--- src/hdl/usart_regs.svh ---
// Register offsets, bit positions, reset values and bus codes of the
// synchronous master serial port.
// Assumes byte addresses on a 32-bit AXI4-Lite bus, one word per register.
`ifndef USART_REGS_SVH
`define USART_REGS_SVH
`define OFS_RX_CTRL_STATUS 8'h00
`define OFS_TX_BUFFER 8'h04
`define OFS_TX_CTRL_STATUS 8'h08
`define OFS_BAUD_CTRL 8'h0C
`define OFS_BAUD_DIV_HI 8'h10
`define OFS_BAUD_DIV_LO 8'h14
`define OFS_OPEN_DRAIN_CTRL 8'h18
`define OFS_RX_BUFFER 8'h1C
`define OFS_IRQ_CTRL 8'h20
`define RXB_PORT_ENABLE 7
`define RXB_NINE_SEL 6
`define RXB_SINGLE_EN 5
`define RXB_CONT_EN 4
`define TXB_CLOCK_MASTER 7
`define TXB_NINE_SEL 6
`define TXB_ENABLE 5
`define TXB_SYNC_SEL 4
`define TXB_NINTH_BIT 0
`define BDB_IDLE_POL 4
`define BDB_WIDE_DIV 3
`define ODB_PORT1 0
`define IRB_TX_EN 0
`define IRB_RX_EN 1
`define RST_BYTE 8'h00
`define RESP_OKAY 2'h0
`define RESP_SLVERR 2'h2
`endif

--- src/hdl/usart_pkg.sv ---
// Types shared by the synchronous master serial port.
// Assumes the constants header is included where offsets are needed.
package usart_pkg;
  typedef enum logic [1:0] {ENG_IDLE, ENG_TX, ENG_RX} engine_type;
  typedef struct packed {
    logic clk_out;
    logic clk_oe_n;
    logic data_out;
    logic data_oe_n;
  } pins_out_type;
  typedef struct packed {
    logic port_enable, rx_nine_sel, single_rx_en, continuous_rx_en;
    logic overrun_err, rx_ninth_bit;
    logic clock_master_sel, tx_nine_bit_sel, tx_enable, sync_sel;
    logic tx_ninth_bit, clock_idle_polarity, wide_divisor_sel;
    logic [7:0] baud_div_hi, baud_div_lo;
    logic [1:0] open_drain_ctrl;
    logic tx_irq_en, rx_irq_en;
    logic [7:0] tx_buffer;
    logic tx_full;
    logic [7:0] rx_buffer;
    logic rx_done_flag;
    engine_type eng;
    logic [8:0] tx_shift_reg;
    logic [3:0] bit_cnt;
    logic phase;
    logic [15:0] baud_cnt;
    logic data_meta, data_sync;
    pins_out_type pins;
    logic bvalid, rvalid;
    logic [1:0] bresp, rresp;
    logic [31:0] rdata;
  } state_type;
endpackage

--- src/hdl/usart_sync_master_txrx.sv ---
// Synchronous master transmit/receive serial port with AXI4-Lite registers.
// Assumes one clock; the serial slave answers on the shared data line.
//
// Overview of operation
// - Shifter reloads from buffer only after last bit.
// - Buffer-to-shifter move takes one cycle, sets empty.
// - Empty flag not software-clearable; buffer write clears.
// - Read-only shifter-empty bit; shifter itself hidden.
// - Transmit interrupt gated by its own enable.
// - Master active needs sync, port and master bits.
// - Clock rate from 16-bit or 8-bit divisor.
// - Transmit enable plus buffer write starts transfer.
// - Ninth transmit bit from register when selected.
// - Single or continuous enable starts reception.
// - Data line sampled on clock falling edge.
// - Single receives one word; continuous until cleared.
// - Both enables set behaves as continuous.
// - Software clears both enables while configuring.
// - Receive-complete flag set; interrupt when enabled.
// - Ninth bit and errors readable in receive status.
// - Low eight received bits in receive buffer.
// - Clearing continuous enable clears latched errors.
// - Master drives clock; port enable claims pins.
// - Polarity bit selects clock idle level.
// - Half-duplex: transmit and receive never overlap.
`timescale 1ns/10ps
`default_nettype none
`include "usart_regs.svh"

module usart_sync_master_txrx
  import usart_pkg::*;
#(
  parameter int ADDR_W = 8
) (
  input wire logic aclk,
  input wire logic aresetn,
  input wire logic [ADDR_W-1:0] s_axi_awaddr,
  input wire logic s_axi_awvalid,
  output logic s_axi_awready,
  input wire logic [31:0] s_axi_wdata,
  input wire logic [3:0] s_axi_wstrb,
  input wire logic s_axi_wvalid,
  output logic s_axi_wready,
  output logic [1:0] s_axi_bresp,
  output logic s_axi_bvalid,
  input wire logic s_axi_bready,
  input wire logic [ADDR_W-1:0] s_axi_araddr,
  input wire logic s_axi_arvalid,
  output logic s_axi_arready,
  output logic [31:0] s_axi_rdata,
  output logic [1:0] s_axi_rresp,
  output logic s_axi_rvalid,
  input wire logic s_axi_rready,
  input wire logic serial_data_in,
  output pins_out_type serial_pins,
  output logic tx_irq,
  output logic rx_irq
);

  // ------------------------------------------------------------------
  // Helpers
  // ------------------------------------------------------------------

  function automatic logic mapped(input logic [ADDR_W-1:0] a);
    logic [7:0] b;
    b = a[7:0];
    // Upper address bits beyond the byte offset must be zero, so an
    // alias of a register in a wider window answers with an error.
    return ((a >> 8) == '0) && (b[1:0] == 2'h0) &&
           (b <= `OFS_IRQ_CTRL);
  endfunction

  function automatic logic [15:0] divisor(input state_type s);
    return s.wide_divisor_sel ? {s.baud_div_hi, s.baud_div_lo}
                              : {8'h00, s.baud_div_lo};
  endfunction

  // ------------------------------------------------------------------
  // State and decode
  // ------------------------------------------------------------------

  state_type st_r;
  state_type st_nxt;
  logic do_write;
  logic do_read;
  logic active;
  logic half_tick;
  logic bit_done;
  logic sample_now;
  logic last_bit;
  logic [3:0] nbits;
  logic [7:0] wa;
  logic [7:0] ra;
  logic [8:0] rx_word;

  // ------------------------------------------------------------------
  // Bus handshake
  // ------------------------------------------------------------------
  // Address and data are only taken together, which keeps the write
  // path free of holding registers at the cost of waiting for both.

  assign do_write = s_axi_awvalid & s_axi_wvalid & ~st_r.bvalid;
  assign do_read = s_axi_arvalid & ~st_r.rvalid;
  assign s_axi_awready = do_write;
  assign s_axi_wready = do_write;
  assign s_axi_arready = do_read;
  // ------------------------------------------------------------------
  // Registered outputs
  // ------------------------------------------------------------------
  assign s_axi_bvalid = st_r.bvalid;
  assign s_axi_bresp = st_r.bresp;
  assign s_axi_rvalid = st_r.rvalid;
  assign s_axi_rresp = st_r.rresp;
  assign s_axi_rdata = st_r.rdata;
  assign serial_pins = st_r.pins;
  // Both requests are levels; they drop only once software has acted.
  assign tx_irq = ~st_r.tx_full & st_r.tx_irq_en;
  assign rx_irq = st_r.rx_done_flag & st_r.rx_irq_en;
  assign wa = s_axi_awaddr[7:0];
  assign ra = s_axi_araddr[7:0];

  // ------------------------------------------------------------------
  // Shift timing
  // ------------------------------------------------------------------

  assign active = st_r.sync_sel & st_r.port_enable &
                  st_r.clock_master_sel;
  assign half_tick = (st_r.baud_cnt == divisor(st_r));
  assign bit_done = half_tick & st_r.phase;
  // The falling edge lands at bit end for idle-low and mid-bit for
  // idle-high; either way one sample is taken per bit.
  assign sample_now = half_tick &
                      (st_r.phase != st_r.clock_idle_polarity);
  assign last_bit = (st_r.bit_cnt == nbits - 4'h1);
  assign rx_word = {st_r.data_sync, st_r.tx_shift_reg[8:1]};

  // The word length follows the engine in use, so a change of the
  // other direction's width cannot cut a word short.
  always_comb begin
    if (st_r.eng == ENG_TX) begin
      nbits = st_r.tx_nine_bit_sel ? 4'h9 : 4'h8;
    end else begin
      nbits = st_r.rx_nine_sel ? 4'h9 : 4'h8;
    end
  end

  // ------------------------------------------------------------------
  // Next state
  // ------------------------------------------------------------------

  always_comb begin
    st_nxt = st_r;
    st_nxt.data_meta = serial_data_in;
    st_nxt.data_sync = st_r.data_meta;

    // Bus answers.
    if (st_r.bvalid && s_axi_bready) begin
      st_nxt.bvalid = 1'b0;
    end
    if (st_r.rvalid && s_axi_rready) begin
      st_nxt.rvalid = 1'b0;
    end

    // Shift engine.
    unique case (st_r.eng)
      ENG_IDLE: begin
        st_nxt.baud_cnt = 16'h0000;
        st_nxt.phase = 1'b0;
        st_nxt.bit_cnt = 4'h0;
        if (active && st_r.tx_enable && st_r.tx_full) begin
          st_nxt.tx_shift_reg = {st_r.tx_ninth_bit, st_r.tx_buffer};
          st_nxt.tx_full = 1'b0;
          st_nxt.eng = ENG_TX;
        end else if (active && !st_r.overrun_err &&
                     (st_r.single_rx_en || st_r.continuous_rx_en)) begin
          st_nxt.eng = ENG_RX;
        end
      end
      ENG_TX, ENG_RX: begin
        st_nxt.baud_cnt = half_tick ? 16'h0000 : st_r.baud_cnt + 16'h0001;
        if (half_tick) begin
          st_nxt.phase = ~st_r.phase;
        end
        if (st_r.eng == ENG_RX && sample_now) begin
          st_nxt.tx_shift_reg = rx_word;
        end
        if (bit_done) begin
          st_nxt.bit_cnt = st_r.bit_cnt + 4'h1;
          if (st_r.eng == ENG_TX) begin
            st_nxt.tx_shift_reg = {1'b0, st_r.tx_shift_reg[8:1]};
          end
        end
        if (bit_done && last_bit) begin
          st_nxt.bit_cnt = 4'h0;
          st_nxt.eng = ENG_IDLE;
          if (st_r.eng == ENG_TX) begin
            if (st_r.tx_full && st_r.tx_enable) begin
              st_nxt.tx_shift_reg = {st_r.tx_ninth_bit, st_r.tx_buffer};
              st_nxt.tx_full = 1'b0;
              st_nxt.eng = ENG_TX;
            end
          end else begin
            if (st_r.rx_done_flag) begin
              // A word not yet read is kept; the new one is dropped.
              st_nxt.overrun_err = 1'b1;
            end else begin
              st_nxt.rx_buffer = st_nxt.tx_shift_reg[8:1];
              st_nxt.rx_ninth_bit = st_nxt.tx_shift_reg[8];
              if (st_r.rx_nine_sel) begin
                st_nxt.rx_buffer = st_nxt.tx_shift_reg[7:0];
              end else begin
                st_nxt.rx_ninth_bit = 1'b0;
              end
              st_nxt.rx_done_flag = 1'b1;
            end
            if (st_r.continuous_rx_en) begin
              // After an overrun the receiver rests until software
              // drops the continuous enable and so clears the error.
              if (!st_nxt.overrun_err) begin
                st_nxt.eng = ENG_RX;
              end
            end else begin
              st_nxt.single_rx_en = 1'b0;
            end
          end
        end
        if (!active || (st_r.eng == ENG_TX && !st_r.tx_enable)) begin
          st_nxt.eng = ENG_IDLE;
        end
      end
      default: begin
        st_nxt.eng = ENG_IDLE;
      end
    endcase

    // Register reads.
    if (do_read) begin
      st_nxt.rvalid = 1'b1;
      st_nxt.rresp = mapped(s_axi_araddr) ? `RESP_OKAY : `RESP_SLVERR;
      st_nxt.rdata = 32'h0000_0000;
      if (mapped(s_axi_araddr)) begin
        unique case (ra)
          `OFS_RX_CTRL_STATUS: st_nxt.rdata[7:0] = {st_r.port_enable,
            st_r.rx_nine_sel, st_r.single_rx_en, st_r.continuous_rx_en,
            2'b00, st_r.overrun_err, st_r.rx_ninth_bit};
          `OFS_TX_BUFFER: st_nxt.rdata[7:0] = st_r.tx_buffer;
          `OFS_TX_CTRL_STATUS: st_nxt.rdata[7:0] = {st_r.clock_master_sel,
            st_r.tx_nine_bit_sel, st_r.tx_enable, st_r.sync_sel, 2'b00,
            st_r.eng != ENG_TX, st_r.tx_ninth_bit};
          `OFS_BAUD_CTRL: st_nxt.rdata[7:0] = {3'b000,
            st_r.clock_idle_polarity, st_r.wide_divisor_sel, 3'b000};
          `OFS_BAUD_DIV_HI: st_nxt.rdata[7:0] = st_r.baud_div_hi;
          `OFS_BAUD_DIV_LO: st_nxt.rdata[7:0] = st_r.baud_div_lo;
          `OFS_OPEN_DRAIN_CTRL: st_nxt.rdata[7:0] =
            {6'h00, st_r.open_drain_ctrl};
          `OFS_RX_BUFFER: begin
            st_nxt.rdata[7:0] = st_r.rx_buffer;
            // A word stored in this same cycle keeps the flag set.
            if (st_nxt.rx_done_flag == st_r.rx_done_flag) begin
              st_nxt.rx_done_flag = 1'b0;
            end
          end
          `OFS_IRQ_CTRL: st_nxt.rdata[7:0] = {4'h0, st_r.rx_done_flag,
            ~st_r.tx_full, st_r.rx_irq_en, st_r.tx_irq_en};
          default: st_nxt.rdata = 32'h0000_0000;
        endcase
      end
    end

    // Register writes.
    // Placed after the engine so a buffer write beats a load in one cycle.
    if (do_write) begin
      st_nxt.bvalid = 1'b1;
      st_nxt.bresp = mapped(s_axi_awaddr) ? `RESP_OKAY : `RESP_SLVERR;
      if (mapped(s_axi_awaddr) && s_axi_wstrb[0]) begin
        unique case (wa)
          `OFS_RX_CTRL_STATUS: begin
            st_nxt.port_enable = s_axi_wdata[`RXB_PORT_ENABLE];
            st_nxt.rx_nine_sel = s_axi_wdata[`RXB_NINE_SEL];
            st_nxt.single_rx_en = s_axi_wdata[`RXB_SINGLE_EN];
            st_nxt.continuous_rx_en = s_axi_wdata[`RXB_CONT_EN];
            if (!s_axi_wdata[`RXB_CONT_EN]) begin
              st_nxt.overrun_err = 1'b0;
            end
          end
          `OFS_TX_BUFFER: begin
            st_nxt.tx_buffer = s_axi_wdata[7:0];
            st_nxt.tx_full = 1'b1;
          end
          `OFS_TX_CTRL_STATUS: begin
            st_nxt.clock_master_sel = s_axi_wdata[`TXB_CLOCK_MASTER];
            st_nxt.tx_nine_bit_sel = s_axi_wdata[`TXB_NINE_SEL];
            st_nxt.tx_enable = s_axi_wdata[`TXB_ENABLE];
            st_nxt.sync_sel = s_axi_wdata[`TXB_SYNC_SEL];
            st_nxt.tx_ninth_bit = s_axi_wdata[`TXB_NINTH_BIT];
          end
          `OFS_BAUD_CTRL: begin
            st_nxt.clock_idle_polarity = s_axi_wdata[`BDB_IDLE_POL];
            st_nxt.wide_divisor_sel = s_axi_wdata[`BDB_WIDE_DIV];
          end
          `OFS_BAUD_DIV_HI: st_nxt.baud_div_hi = s_axi_wdata[7:0];
          `OFS_BAUD_DIV_LO: st_nxt.baud_div_lo = s_axi_wdata[7:0];
          `OFS_OPEN_DRAIN_CTRL: st_nxt.open_drain_ctrl = s_axi_wdata[1:0];
          `OFS_IRQ_CTRL: begin
            st_nxt.tx_irq_en = s_axi_wdata[`IRB_TX_EN];
            st_nxt.rx_irq_en = s_axi_wdata[`IRB_RX_EN];
          end
          default: st_nxt.bresp = `RESP_OKAY;
        endcase
      end
    end

    // Pins: the clock is driven whenever the master port is on, data
    // only while a word goes out, so the line is free for the slave.
    st_nxt.pins.clk_out = st_nxt.clock_idle_polarity ^
                          (st_nxt.eng != ENG_IDLE && st_nxt.phase);
    st_nxt.pins.clk_oe_n = ~(st_nxt.sync_sel & st_nxt.port_enable &
                             st_nxt.clock_master_sel);
    st_nxt.pins.data_out = (st_nxt.eng == ENG_TX) ?
                           st_nxt.tx_shift_reg[0] : 1'b1;
    st_nxt.pins.data_oe_n = ~(st_nxt.eng == ENG_TX &&
      (!st_nxt.open_drain_ctrl[`ODB_PORT1] || !st_nxt.pins.data_out));
  end

  // ------------------------------------------------------------------
  // State register
  // ------------------------------------------------------------------

  always_ff @(posedge aclk) begin
    if (!aresetn) begin
      st_r <= '0;
      st_r.eng <= ENG_IDLE;
      st_r.baud_div_hi <= `RST_BYTE;
      st_r.baud_div_lo <= `RST_BYTE;
      st_r.pins.clk_oe_n <= 1'b1;
      st_r.pins.data_oe_n <= 1'b1;
      st_r.pins.data_out <= 1'b1;
    end else begin
      st_r <= st_nxt;
    end
  end

endmodule // usart_sync_master_txrx
`default_nettype wire

--- config.mk ---
export PLATFORM = sky130hd
export DESIGN_NAME = usart_sync_master_txrx
export DESIGN_NICKNAME = d
export VERILOG_FILES = /design/src/hdl/usart_pkg.sv /design/src/hdl/usart_sync_master_txrx.sv
export VERILOG_INCLUDE_DIRS = /design/src /design/src/hdl
export SDC_FILE = /design/constraint.sdc
export NUM_CORES = 1
export LEC_CHECK = 0
export BUFFER_PORTS_ARGS = -buffer_cell sky130_fd_sc_hd__buf_4
export CORE_MARGIN = 2
export CORE_UTILIZATION = 55
export DETAILED_ROUTE_END_ITERATION = 6
export GPL_TIMING_DRIVEN = 0
export PLACE_DENSITY_LB_ADDON = 0.1
export SYNTH_ARGS = -nofsm -noshare
export SYNTH_HDL_FRONTEND = slang
export SYNTH_SLANG_ARGS = --single-unit
--- constraint.sdc ---
create_clock -name aclk -period 3.9 [get_ports aclk]
set_clock_uncertainty 0.1 [all_clocks]
set_input_delay 0.39 -clock aclk [delete_from_list [all_inputs] [get_ports aclk]]
set_output_delay 0.39 -clock aclk [all_outputs]
set_load 0.01 [all_outputs]
-- Word level (Yosys, flattened, before mapping)
Cells that the tools add are included.
- add/subtract/negate cells: 3
- $mul: 0
- divide/modulo/power cells: 0
- magnitude comparators: 2
- equality and inequality tests: 25
- shift-type cells: 0
- muxes and demuxes: 71
- bitwise operators: 20
- reduce and logical (&&, ||, !) cells: 45
- operator list (kind ; count):
    $mux 36 ; 2
    $pmux 8 s9 ; 1
    $mux 9 ; 7
    $pmux 30 s2 ; 1
    $eq 8x5->1 const B ; 7
    $eq 8x4->1 const B ; 4
    $mux 16 ; 2
    $mux 2 ; 16
    $mux 8 ; 4
    $mux 1 ; 28
    $mux 13 ; 2
    $mux 25 ; 1
    $reduce_and 3->1 ; 8
    $mux 5 ; 4
    $add 16x1->16 const B ; 1
    $eq 16x16->1 ; 1
    $eq 8x3->1 const B ; 2
    $eq 8x6->1 const B ; 2
    $le 8x6->1 const B ; 2
    $logic_not 8->1 ; 2
    $logic_and 1x1->1 ; 15
    $and 1x1->1 ; 11
    $mux 10 ; 1
    $not 1->1 ; 8
    other kinds (21) ; 34
- bits in registers: 127
- bits in latches: 0
- bits in writable memories: 0
- ROM bits: 0
- input port bits: 60
- output and inout bits: 47
- logic and storage cells: 206
- memories: 0

-- Logic depth before layout (Yosys ltp)
Gate-level depths: netlist (run 1).
- word-level depth: 20
- gate-level depth with buffers: 14
- gate-level depth less buffers: 12

-- Least setup slack after synthesis (run 1)
No wires, ideal clock.
- path type: reg-to-reg
- start: register st_r[57] (netlist bit)
- end: register st_r (netlist bit serial_pins[0])
- arrival time: 2.810 ns
- required time: 3.671 ns
- slack: 0.862 ns
- cell stages (with the launch flop): 14
- buffers on the path: 1
- cells stage by stage: dfxtp_1 clkbuf_1 nor4bb_1 a2bb2oi_1 a32oi_1 nand3_1 inv_1 ha_1 and2_1 nand3_1 nor3b_1 o311ai_0 nor4_1 a21oi_1
- cells in the longest elaborated chain, start to end: 16
- ends and longest elaborated chain (what ; line ; RTL):
    start, declared ; usart_sync_master_txrx.sv:82 ; state_type st_r;
    start signal, assigned ; usart_sync_master_txrx.sv:339 ; st_r <= st_nxt;
    $eq 16x16->1 * ; usart_sync_master_txrx.sv:128 ; assign half_tick = (st_r.baud_cnt == divisor(st_r));
    $and 1x1->1 ; usart_sync_master_txrx.sv:132 ; assign sample_now = half_tick &
    $logic_and 1x1->1 ; usart_sync_master_txrx.sv:184 ; if (st_r.eng == ENG_RX && sample_now) begin
    $mux 9 ; usart_sync_master_txrx.sv:184 ;
    $mux 9 ; usart_sync_master_txrx.sv:189 ; if (st_r.eng == ENG_TX) begin
    $mux 13 ; usart_sync_master_txrx.sv:187 ; if (bit_done) begin
    $mux 13 ; usart_sync_master_txrx.sv:165 ; unique case (st_r.eng)
    $mux 10 ; usart_sync_master_txrx.sv:197 ; if (st_r.tx_full && st_r.tx_enable) begin
    $mux 9 ; usart_sync_master_txrx.sv:196 ; if (st_r.eng == ENG_TX) begin
    $mux 25 * ; usart_sync_master_txrx.sv:193 ; if (bit_done && last_bit) begin
    $pmux 30 s2 ; usart_sync_master_txrx.sv:165 ;
    $mux 1 ; usart_sync_master_txrx.sv:319 ; st_nxt.pins.data_out = (st_nxt.eng == ENG_TX) ?
    $logic_not 1->1 ; usart_sync_master_txrx.sv:322 ; (!st_nxt.open_drain_ctrl[`ODB_PORT1] || !st_nxt.pins.data_out));
    $logic_or 1x1->1 ; usart_sync_master_txrx.sv:322 ;
    $logic_and 1x1->1 * ; usart_sync_master_txrx.sv:321 ; st_nxt.pins.data_oe_n = ~(st_nxt.eng == ENG_TX &&
    $not 1->1 * ; usart_sync_master_txrx.sv:321 ;
Every way passes the cells marked *; elsewhere a longest branch is shown, timed or not. The select of a mux whose other input is x is not followed.
A chain may end at the register's enable or synchronous reset.

-- Final worst setup path (run 1)
- start: register st_r[58] (netlist bit)
- end: register st_r (netlist bit rx_word[4])
- cells in the longest elaborated chain, start to end: 11
- ends and longest elaborated chain (what ; line):
    $eq 16x16->1 * ; usart_sync_master_txrx.sv:128
    $and 1x1->1 ; usart_sync_master_txrx.sv:132
    $logic_and 1x1->1 ; usart_sync_master_txrx.sv:184
    $mux 9 ; usart_sync_master_txrx.sv:184
    $mux 9 ; usart_sync_master_txrx.sv:189
    $mux 13 ; usart_sync_master_txrx.sv:187
    $mux 13 ; usart_sync_master_txrx.sv:165
    $mux 10 ; usart_sync_master_txrx.sv:197
    $mux 9 ; usart_sync_master_txrx.sv:196
    $mux 25 * ; usart_sync_master_txrx.sv:193
    $pmux 30 s2 * ; usart_sync_master_txrx.sv:165
Marked as above.

==> results of run 1 <==
-- how the worst min path moves through the flow --
| stage | from | to | slack [ns] | cells past startpoint |
|---|---|---|---|---|
| 4_1_cts | serial_data_in | st_nxt[42] | 0.10 | 2 |
| 2_1_floorplan | st_nxt[42] | rx_word[8] | 0.31 | 1 |
| 3_5_place_dp | s_axi_rdata[3] | s_axi_rdata[3] | 0.36 | 2 |
| 3_3_place_gp | st_nxt[42] | rx_word[8] | 0.32 | 1 |
| 6_report | serial_data_in | st_nxt[42] | 0.11 | 2 |
| 5_1_grt | serial_data_in | st_nxt[42] | 0.11 | 2 |
-- cell type report --
type | instances | area share [%]
flip-flops and latches | 101 | 29.54
well taps | 136 | 2.486
plain buffers | 76 | 6.580
clock inverters | 7 | 1.773
repair buffers | 52 | 5.703
multi-input cells | 540 | 51.07
inverters | 19 | 1.042
clock buffers | 9 | 1.810
-- cell families after synthesis --
logic type	Yosys count
AND/OR/NAND/NOR	266
AO/OA/AOI/OAI	166
flip-flops	101
buffers and inverters	96
multiplexers	57
XOR/XNOR	18
adder cells (fa/ha/maj)	7
other	1
-- worst max-delay path: cells and delay by family (launching register included) --
kind | cells | cell delay [ns]
compound gates | 6 | 1.51
simple gates | 4 | 1.06
flops | 1 | 0.32
buf+inv | 2 | 0.30
fa+ha+maj | 1 | 0.27
-- synthesized netlist by cell type (all sizes together), types with 6 or more instances --
| cell type | number | area, sq um |
|---|---|---|
| nor2b | 6 | 37.54 |
| o22ai | 11 | 68.82 |
| clkbuf | 29 | 108.9 |
| o32ai | 10 | 87.58 |
| ha | 7 | 87.58 |
| nor3 | 15 | 80.08 |
| or3 | 6 | 38.79 |
| buf | 48 | 345.3 |
| nor2 | 99 | 371.6 |
| mux2 | 11 | 123.9 |
| nand2b | 12 | 75.07 |
| and2 | 12 | 75.08 |
| inv | 19 | 71.31 |
| o2111ai | 7 | 61.31 |
| a21oi | 36 | 180.2 |
| mux2i | 45 | 450.4 |
| a31oi | 14 | 87.58 |
| a22o | 8 | 70.07 |
| nand3 | 24 | 130.1 |
| and4 | 6 | 52.55 |
| o21ai | 23 | 115.1 |
| a22oi | 14 | 105.1 |
| nand4 | 9 | 56.30 |
| nand2 | 38 | 142.6 |
| xnor2 | 13 | 113.9 |
| and3 | 16 | 100.1 |
| a41o | 7 | 70.07 |
| dfxtp | 101 | 2022 |
-- stage by stage --
step	total power (W)	hold slack, ns
final	0.001994	0.1114
after global routing	0.002057	0.1116
after CTS	0.002001	0.1041
after detailed placement	0.001207	0.3611
after global placement	0.001205	0.3167
after floorplan	0.001143	0.3119
-- power by group through the flow --
stage	logic (W)	registers (W)	clock network (W)
after floorplan	0.0000828	0.00106	0
after global placement	0.000144	0.00106	0
after detailed placement	0.000146	0.00106	0
after CTS	0.000147	0.00104	0.000818
after global routing	0.000161	0.00104	0.000858
final	0.000150	0.00104	0.000808
-- sequential cells by signal, indices dropped and copies added, names as in the netlist --
register and cells:
s_axi_bvalid 1, rx_word 9, s_axi_bresp 1, s_axi_rvalid 1
st_r 75, s_axi_rresp 1, serial_pins 4, s_axi_rdata 8
st_nxt 1
-- repair_timing --
action	4_1_cts	5_1_grt
hold endpoints to repair	0	0
pin swaps	0	2
buffers inserted	0	2
resized for setup	1	5
setup endpoints to repair	3	20
-- metal layers --
metal | global-route usage (%) | vias up | wire length, um
met5 | 0 | - | 0
met4 | 11.08 | 0 | 401
met3 | 4.843 | 39 | 1174
met2 | 52.83 | 214 | 8626
met1 | 39.01 | 2750 | 7479
li1 | - | 2713 | -
==> impl_metrics.toml, run 1 <==
[drt]
drtIter0Drc = 461
num_vias = 5716
drtAntennaViolNets = 0
totalWireLength_mm = 17.68
post_drt_wl_per_cell_um = 18.81
via_per_inst = 6.081
drc = 1
drtPass1Iterations = 7

[yosys]
muxShareOfSynthArea_pct = 10.10
synthFlopType = "dfxtp_1"
synth_compound_area_share_pct = 19.46
syn_area_per_cell_sq_um = 8.300
ys_warn_count = 0
yosysSeqAreaShare_pct = 34.22
synth_xor_xnor_area_share_pct = 2.668
synth_edf_count = 0
synth_top_family_by_area = "simple AND/OR/NAND/NOR gates"
ys_async_sr_fraction_pct = 0
postSynthCellCount = 712
synth_fa_ha_area_share_pct = 1.482
ys_ff_latch = 101
netlist_area_sq_mm = 0.005909
synth_cell_type_count = 67
synthSimpleGateAreaFrac_pct = 23.12

[floorplanning]
die_h_um = 107.7
start_util_pct = 56.99
die-area_sq_mm = 0.01159
ioPinCount = 107
core_area_sq_mm = 0.01037
die_x_um = 107.7
fp-row-count = 37

[cells_and_area]
nNetsFinal = 866
n_fill_cell = 925
layout_commonest_cell = "dfxtp_1"
most-common-layout-cells = "dfxtp_1, nor2_1, buf_4"
utilization_pct = 66.01
multi_input_area_sq_mm = 0.003496
drive_above_1_share_pct = 17.29
seq_area_sq_mm = 0.002022
antenna_cells = 0
syn2layout_area_growth_pct = 15.84
stdcell_area_sq_mm = 0.006845
fin_cells = 940

[power]
swShare_pct = 23.61
powerDensity_mw_per_mm2 = 291.3
pwr-share-clk_pct = 40.5
internal_power_w = 0.001523
leakage_nw = 2.881
p_seq_share_pct = 52.0
ir_drop_v = 0.0002224
p_switching_w = 0.0004708
comb_power_share_pct = 7.5

[sta]
worstMarginPinSlew_ns = 1.063
finalSetupTns_ns = 0
fmax_mhz = 274.4
period_share_pct = 93.43
finalCriticalPeriod_ns = 3.644
setup_ws_ns = 0.2561
drv_slew = 0
setup_viol = 0
hold_viol_final = 0
slew_headroom_pct = 28.48
grt_setup_unrepaired = "no"

[global_route]
track_usage_pct = 30.80
grt_pass1_wl_mm = 27.57
grt_pass1_vias = 5440
grt_max_degree = 18
gr-total-overflow = 0
antenna_found_initial = 0

[place]
gp_congestion = 0.9265
dp_cells = 923
io_buffers = 50
dp_slack_ns = 0.02915
hpwl_mm = 13.26
postPlaceCellArea_sq_mm = 0.006549

[critical_path]
cp_common_cell = "nand3_1"
reg2reg_from = "st_r[58]"
end_kind = "register"
crit_start = "st_r[58]"
reg2reg_slack_ns = 0.26
reg2reg_depth = 13
reg2reg_to = "rx_word[4]"
worstPathRequired_ns = 4.08
critPathArrivalTime_ns = 3.83
crit_slowest_cell = "o21a_1"
cp_max_fo = 16
endpoint = "rx_word[4]"
critical_path.max_stage_delay_ns = 0.45
critPathKind = "reg2reg"
startpoint_type = "register"
crit_chain = "buf_2 -> nor4bb_1 -> a2bb2oi_1 -> a32oi_2 -> nand3_1 -> inv_1 -> ha_1 -> and2_1 -> nand3_1 -> o21a_1 -> o2111ai_1 -> o32ai_1 -> a41o_1"

[status]
status = "finished with violations"
failed_checks = "DRC"

[clocking]
ctsHoldBuffers = 0
cts_max_level = 3
cts_buffers = 9
clock_sinks = 101
root_buffer = "clkbuf_8"
clk_latency_ns = 0.37
clock_path_buffers = 2
clk_pin_slew_worst_paths_ns = 0.10
cts_tree = "yes"

[job]
maxCapViolations = 0

[hold_path]
hold_class = "in2reg"
(Power assumes the default switching activity.)
==> inputs of run 2 (changes only) <==
BUFFER_PORTS_ARGS = not set   (was -buffer_cell sky130_fd_sc_hd__buf_4)
DONT_BUFFER_PORTS = 1   (was not set)
GPL_TIMING_DRIVEN = not set   (was 0)
==> impl_metrics.toml, run 2 (same netlist as run 1, synthesis figures left out) <==
[global_route]
grt_pass1_wl_mm = 25.03
antenna_found_initial = 0
grt_max_degree = 44
grt_pass1_vias = 4748
gr-total-overflow = 0
track_usage_pct = 27.47

[place]
io_buffers = 0
hpwl_mm = 11.49
dp_slack_ns = 0.4244
gp_congestion = 0.9342
dp_cells = 806
postPlaceCellArea_sq_mm = 0.005801

[clocking]
cts_setup_buffers = 0
ctsResizeCount = 0
ctsHoldBuffers = 0
clock_path_buffers = 2
cts_tree = "yes"
clk_latency_ns = 0.37
cts_buffers = 9
clk_pin_slew_worst_paths_ns = 0.11
clock_sinks = 101
cts_max_level = 3
root_buffer = "clkbuf_8"

[job]
maxCapViolations = 0

[cells_and_area]
fin_cells = 822
nNetsFinal = 748
largest_register_ffs = 75
seq_area_sq_mm = 0.002022
syn2layout_area_growth_pct = 1.419
stdcell_area_sq_mm = 0.005993
layout_commonest_cell = "dfxtp_1"
antenna_cells = 0
multi_input_area_sq_mm = 0.003462
most-common-layout-cells = "dfxtp_1, nor2_1, mux2i_1"
n_fill_cell = 968
top_register = "st_r"
drive_above_1_share_pct = 7.143

[drt]
num_vias = 5178
drc = 0
post_drt_wl_per_cell_um = 19.11
via_per_inst = 6.299
drtPass1Iterations = 7
totalWireLength_mm = 15.71
drtAntennaViolNets = 0
drtIter0Drc = 458

[critical_path]
startpoint_type = "register"
crit_start = "st_r[114]"
critPathKind = "reg2reg"
end_kind = "register"
worstPathRequired_ns = 4.05
reg2reg_to = "serial_pins[0]"
critPathArrivalTime_ns = 3.76
reg2reg_from = "st_r[114]"
reg2reg_slack_ns = 0.29
endpoint = "serial_pins[0]"
reg2reg_depth = 12
cp_max_fo = 14

[sta]
fmax_mhz = 276.7
period_share_pct = 92.66
finalCriticalPeriod_ns = 3.614
setup_viol = 0
worstMarginPinSlew_ns = 1.014
setup_ws_ns = 0.2861
grt_setup_unrepaired = "no"
slew_headroom_pct = 32.42
finalSetupTns_ns = 0
drv_slew = 0
hold_viol_final = 0

[status]
status = "completed"

[floorplanning]
fp-row-count = 37
ioPinCount = 107
die_h_um = 107.7
die-area_sq_mm = 0.01159
start_util_pct = 56.99
die_x_um = 107.7
core_area_sq_mm = 0.01037

[hold_path]
hold_class = "in2reg"

[power]
ir_drop_v = 0.0001621
leakage_nw = 2.370
powerDensity_mw_per_mm2 = 292.2
[run 2: final cells by class]
type / count / area share [%]
Inverter: 19 / 1.190
Clock buffer: 10 / 2.296
Timing Repair Buffer: 10 / 1.253
Clock inverter: 6 / 0.9186
Tap cell: 136 / 2.839
Multi-Input combinational cell: 540 / 57.77
Sequential cell: 101 / 33.74
[run 2: worst max-delay path: stages (launching register included)]
cell and delay [ns]:
dfxtp_1 0.59, nor4bb_1 0.29, a2bb2oi_1 0.11, a32oi_1 0.35, nand3_1 0.23, inv_1 0.10, ha_1 0.27, and2_1 0.19
nand3_1 0.19, nor3b_1 0.31, o311ai_0 0.25, nor4_1 0.40, a21oi_1 0.12
[run 2: how the worst min path moves through the flow]
stage,start,to,slack (ns),cells after the start
2_1_floorplan,st_nxt[42],rx_word[8],0.31,1
3_3_place_gp,st_nxt[42],rx_word[8],0.31,1
3_5_place_dp,st_nxt[42],rx_word[8],0.32,1
4_1_cts,aresetn,st_r[76],0.02,1
5_1_grt,serial_data_in,st_nxt[42],0.02,1
6_report,serial_data_in,st_nxt[42],0.04,1
[run 2: report_power, final]
| part | internal [W] | leakage [nW] | switching (W) |
|---|---|---|---|
| registers | 0.00103 | 0.815 | 0.00000360 |
| clock network | 0.000261 | 0.0925 | 0.000397 |
| logic | 0.0000138 | 1.46 | 0.0000416 |
| total | 0.00131 | 2.37 | 0.000442 |
[run 2: metrics by stage]
step / hold slack, ns / utilization, % / power (W)
finish: 0.03879 / 57.79 / 0.001751
CTS: 0.02493 / 57.79 / 0.001761
global route: 0.02496 / 57.79 / 0.001811
detailed placement: 0.3222 / 55.94 / 0.001117
floorplan: 0.3119 / - / 0.001143
global placement: 0.3143 / 55.94 / 0.001116
[run 2: layer usage]
metal  track usage, %  up-vias  part of all wire [%]
li1                 -     2482                     -
met5                0        -                     0
met1            37.41     2500                    45
met2            45.46      174                    47
met3            4.419       22                   6.9
met4            6.868        0                   1.5
==> inputs of run 3 (changes only) <==
PLACE_DENSITY = 0.74   (was not set)
PLACE_DENSITY_LB_ADDON = not set   (was 0.1)
==> impl_metrics.toml, run 3 (same netlist as run 1, synthesis figures left out) <==
[sta]
hold_viol_final = 0
setup_viol = 0
finalSetupTns_ns = 0
setup_ws_ns = 0.2774
drv_slew = 0
period_share_pct = 92.89
timing.hold.ws_ns = 0.04158
finalCriticalPeriod_ns = 3.623
worstMarginPinSlew_ns = 0.6817
grt_setup_unrepaired = "no"
fmax_mhz = 276.0
slew_headroom_pct = 54.47

[drt]
drtPass1Iterations = 7
drtIter0Drc = 376
totalWireLength_mm = 15.56
drtAntennaViolNets = 0
via_per_inst = 6.344
post_drt_wl_per_cell_um = 18.93
drc = 0
num_vias = 5215

[floorplanning]
die-area_sq_mm = 0.01159
die_h_um = 107.7
ioPinCount = 107
fp-row-count = 37
die_x_um = 107.7
start_util_pct = 56.99
core_area_sq_mm = 0.01037

[job]
maxCapViolations = 0

[global_route]
track_usage_pct = 27.33
grt_max_degree = 51
antenna_found_initial = 0
grt_pass1_vias = 4854
gr-total-overflow = 0
grt_pass1_wl_mm = 25.03

[cells_and_area]
syn2layout_area_growth_pct = 1.842
stdcell_area_sq_mm = 0.006018
layout_commonest_cell = "dfxtp_1"
drive_above_1_share_pct = 7.289
largest_register_ffs = 75
top_register = "st_r"
nNetsFinal = 748
utilization_pct = 58.04
antenna_cells = 0
most-common-layout-cells = "dfxtp_1, nor2_1, mux2i_1"
n_fill_cell = 936

[critical_path]
startpoint_type = "register"
cp_max_fo = 7
reg2reg_depth = 12
worstPathRequired_ns = 4.05
critPathKind = "reg2reg"
critPathArrivalTime_ns = 3.78
end_kind = "register"

[place]
gp_congestion = 0.9690
hpwl_mm = 11.50
dp_slack_ns = 0.4101
postPlaceCellArea_sq_mm = 0.005801
io_buffers = 0

[clocking]
cts_buffers = 9
clock_path_buffers = 2
clk_pin_slew_worst_paths_ns = 0.12
clock_sinks = 101
cts_tree = "yes"
clk_latency_ns = 0.38
root_buffer = "clkbuf_8"
cts_max_level = 3
cts_setup_buffers = 0

[hold_path]
hold-path-cell-count = 1
hold_class = "in2reg"

[power]
ir_drop_v = 0.0001668
powerDensity_mw_per_mm2 = 300.8
leakage_nw = 2.382

[status]
status = "completed"
==> run 3: changes by cell type in the layout (fill, tap and decap cells not counted), sizes merged <==
cell,previous run,this run
clkbuf,10,9
inv,21,22
clkinv,2,1
bufinv,0,1
==> run 3: area by class of cell <==
class / instances / area [sq um] / share of cell area [%]
multi-input combinational: 540 / 3462 / 57.53
sequential: 101 / 2023 / 33.62
tap: 136 / 170.2 / 2.827
clock buffer: 9 / 123.9 / 2.058
clock inverter: 7 / 92.59 / 1.538
timing repair buffer: 10 / 75.07 / 1.247
inverter: 19 / 71.32 / 1.185
==> run 3: timing repair <==
| action | in CTS | in global routing |
|---|---|---|
| hold endpoints to repair | 0 | 0 |
| setup endpoints to repair | 0 | 6 |
| resized for setup | 0 | 1 |
| hold buffers | 0 | 0 |
==> run 3: routing by layer <==
layer | track usage (%) | vias up | wire, um
met5 | 0 | - | 0
met4 | 8.700 | 0 | 374
met3 | 5.024 | 30 | 1058
met2 | 44.88 | 201 | 7403
met1 | 36.33 | 2505 | 6723
li1 | - | 2479 | -
==> run 3: final timing paths <==
check	from	to	slack (ns)
worst max-delay path	st_r[58]	serial_pins[0]	0.28
worst min-delay path	serial_data_in	st_nxt[42]	0.04
worst max register to register	st_r[58]	serial_pins[0]	0.28
worst min register to register	st_nxt[42]	rx_word[8]	0.35
==> run 3: critical path: stages (launching register included) <==
cell and delay, ns:
dfxtp_1 0.49, nor4bb_1 0.34, a2bb2oi_1 0.10, a32oi_1 0.39
nand3_1 0.22, inv_1 0.10, ha_1 0.26, and2_1 0.18
nand3_1 0.18, nor3b_1 0.32, o311ai_0 0.28, nor4_1 0.40
a21oi_1 0.12
==> run 3: per-stage QoR <==
| step | power [W] | instances |
|---|---|---|
| finish | 0.001811 | 822 |
| global route | 0.001870 | 822 |
| CTS | 0.001823 | 822 |
| detailed placement | 0.001116 | 806 |
| global placement | 0.001115 | 806 |
| floorplan | 0.001143 | 737 |
==> run 3: report_power, final <==
part	total (W)	internal [W]	switching, W
clock	0.000717	0.000313	0.000404
sequential	0.00104	0.00103	0.00000373
combinational	0.0000549	0.0000138	0.0000411
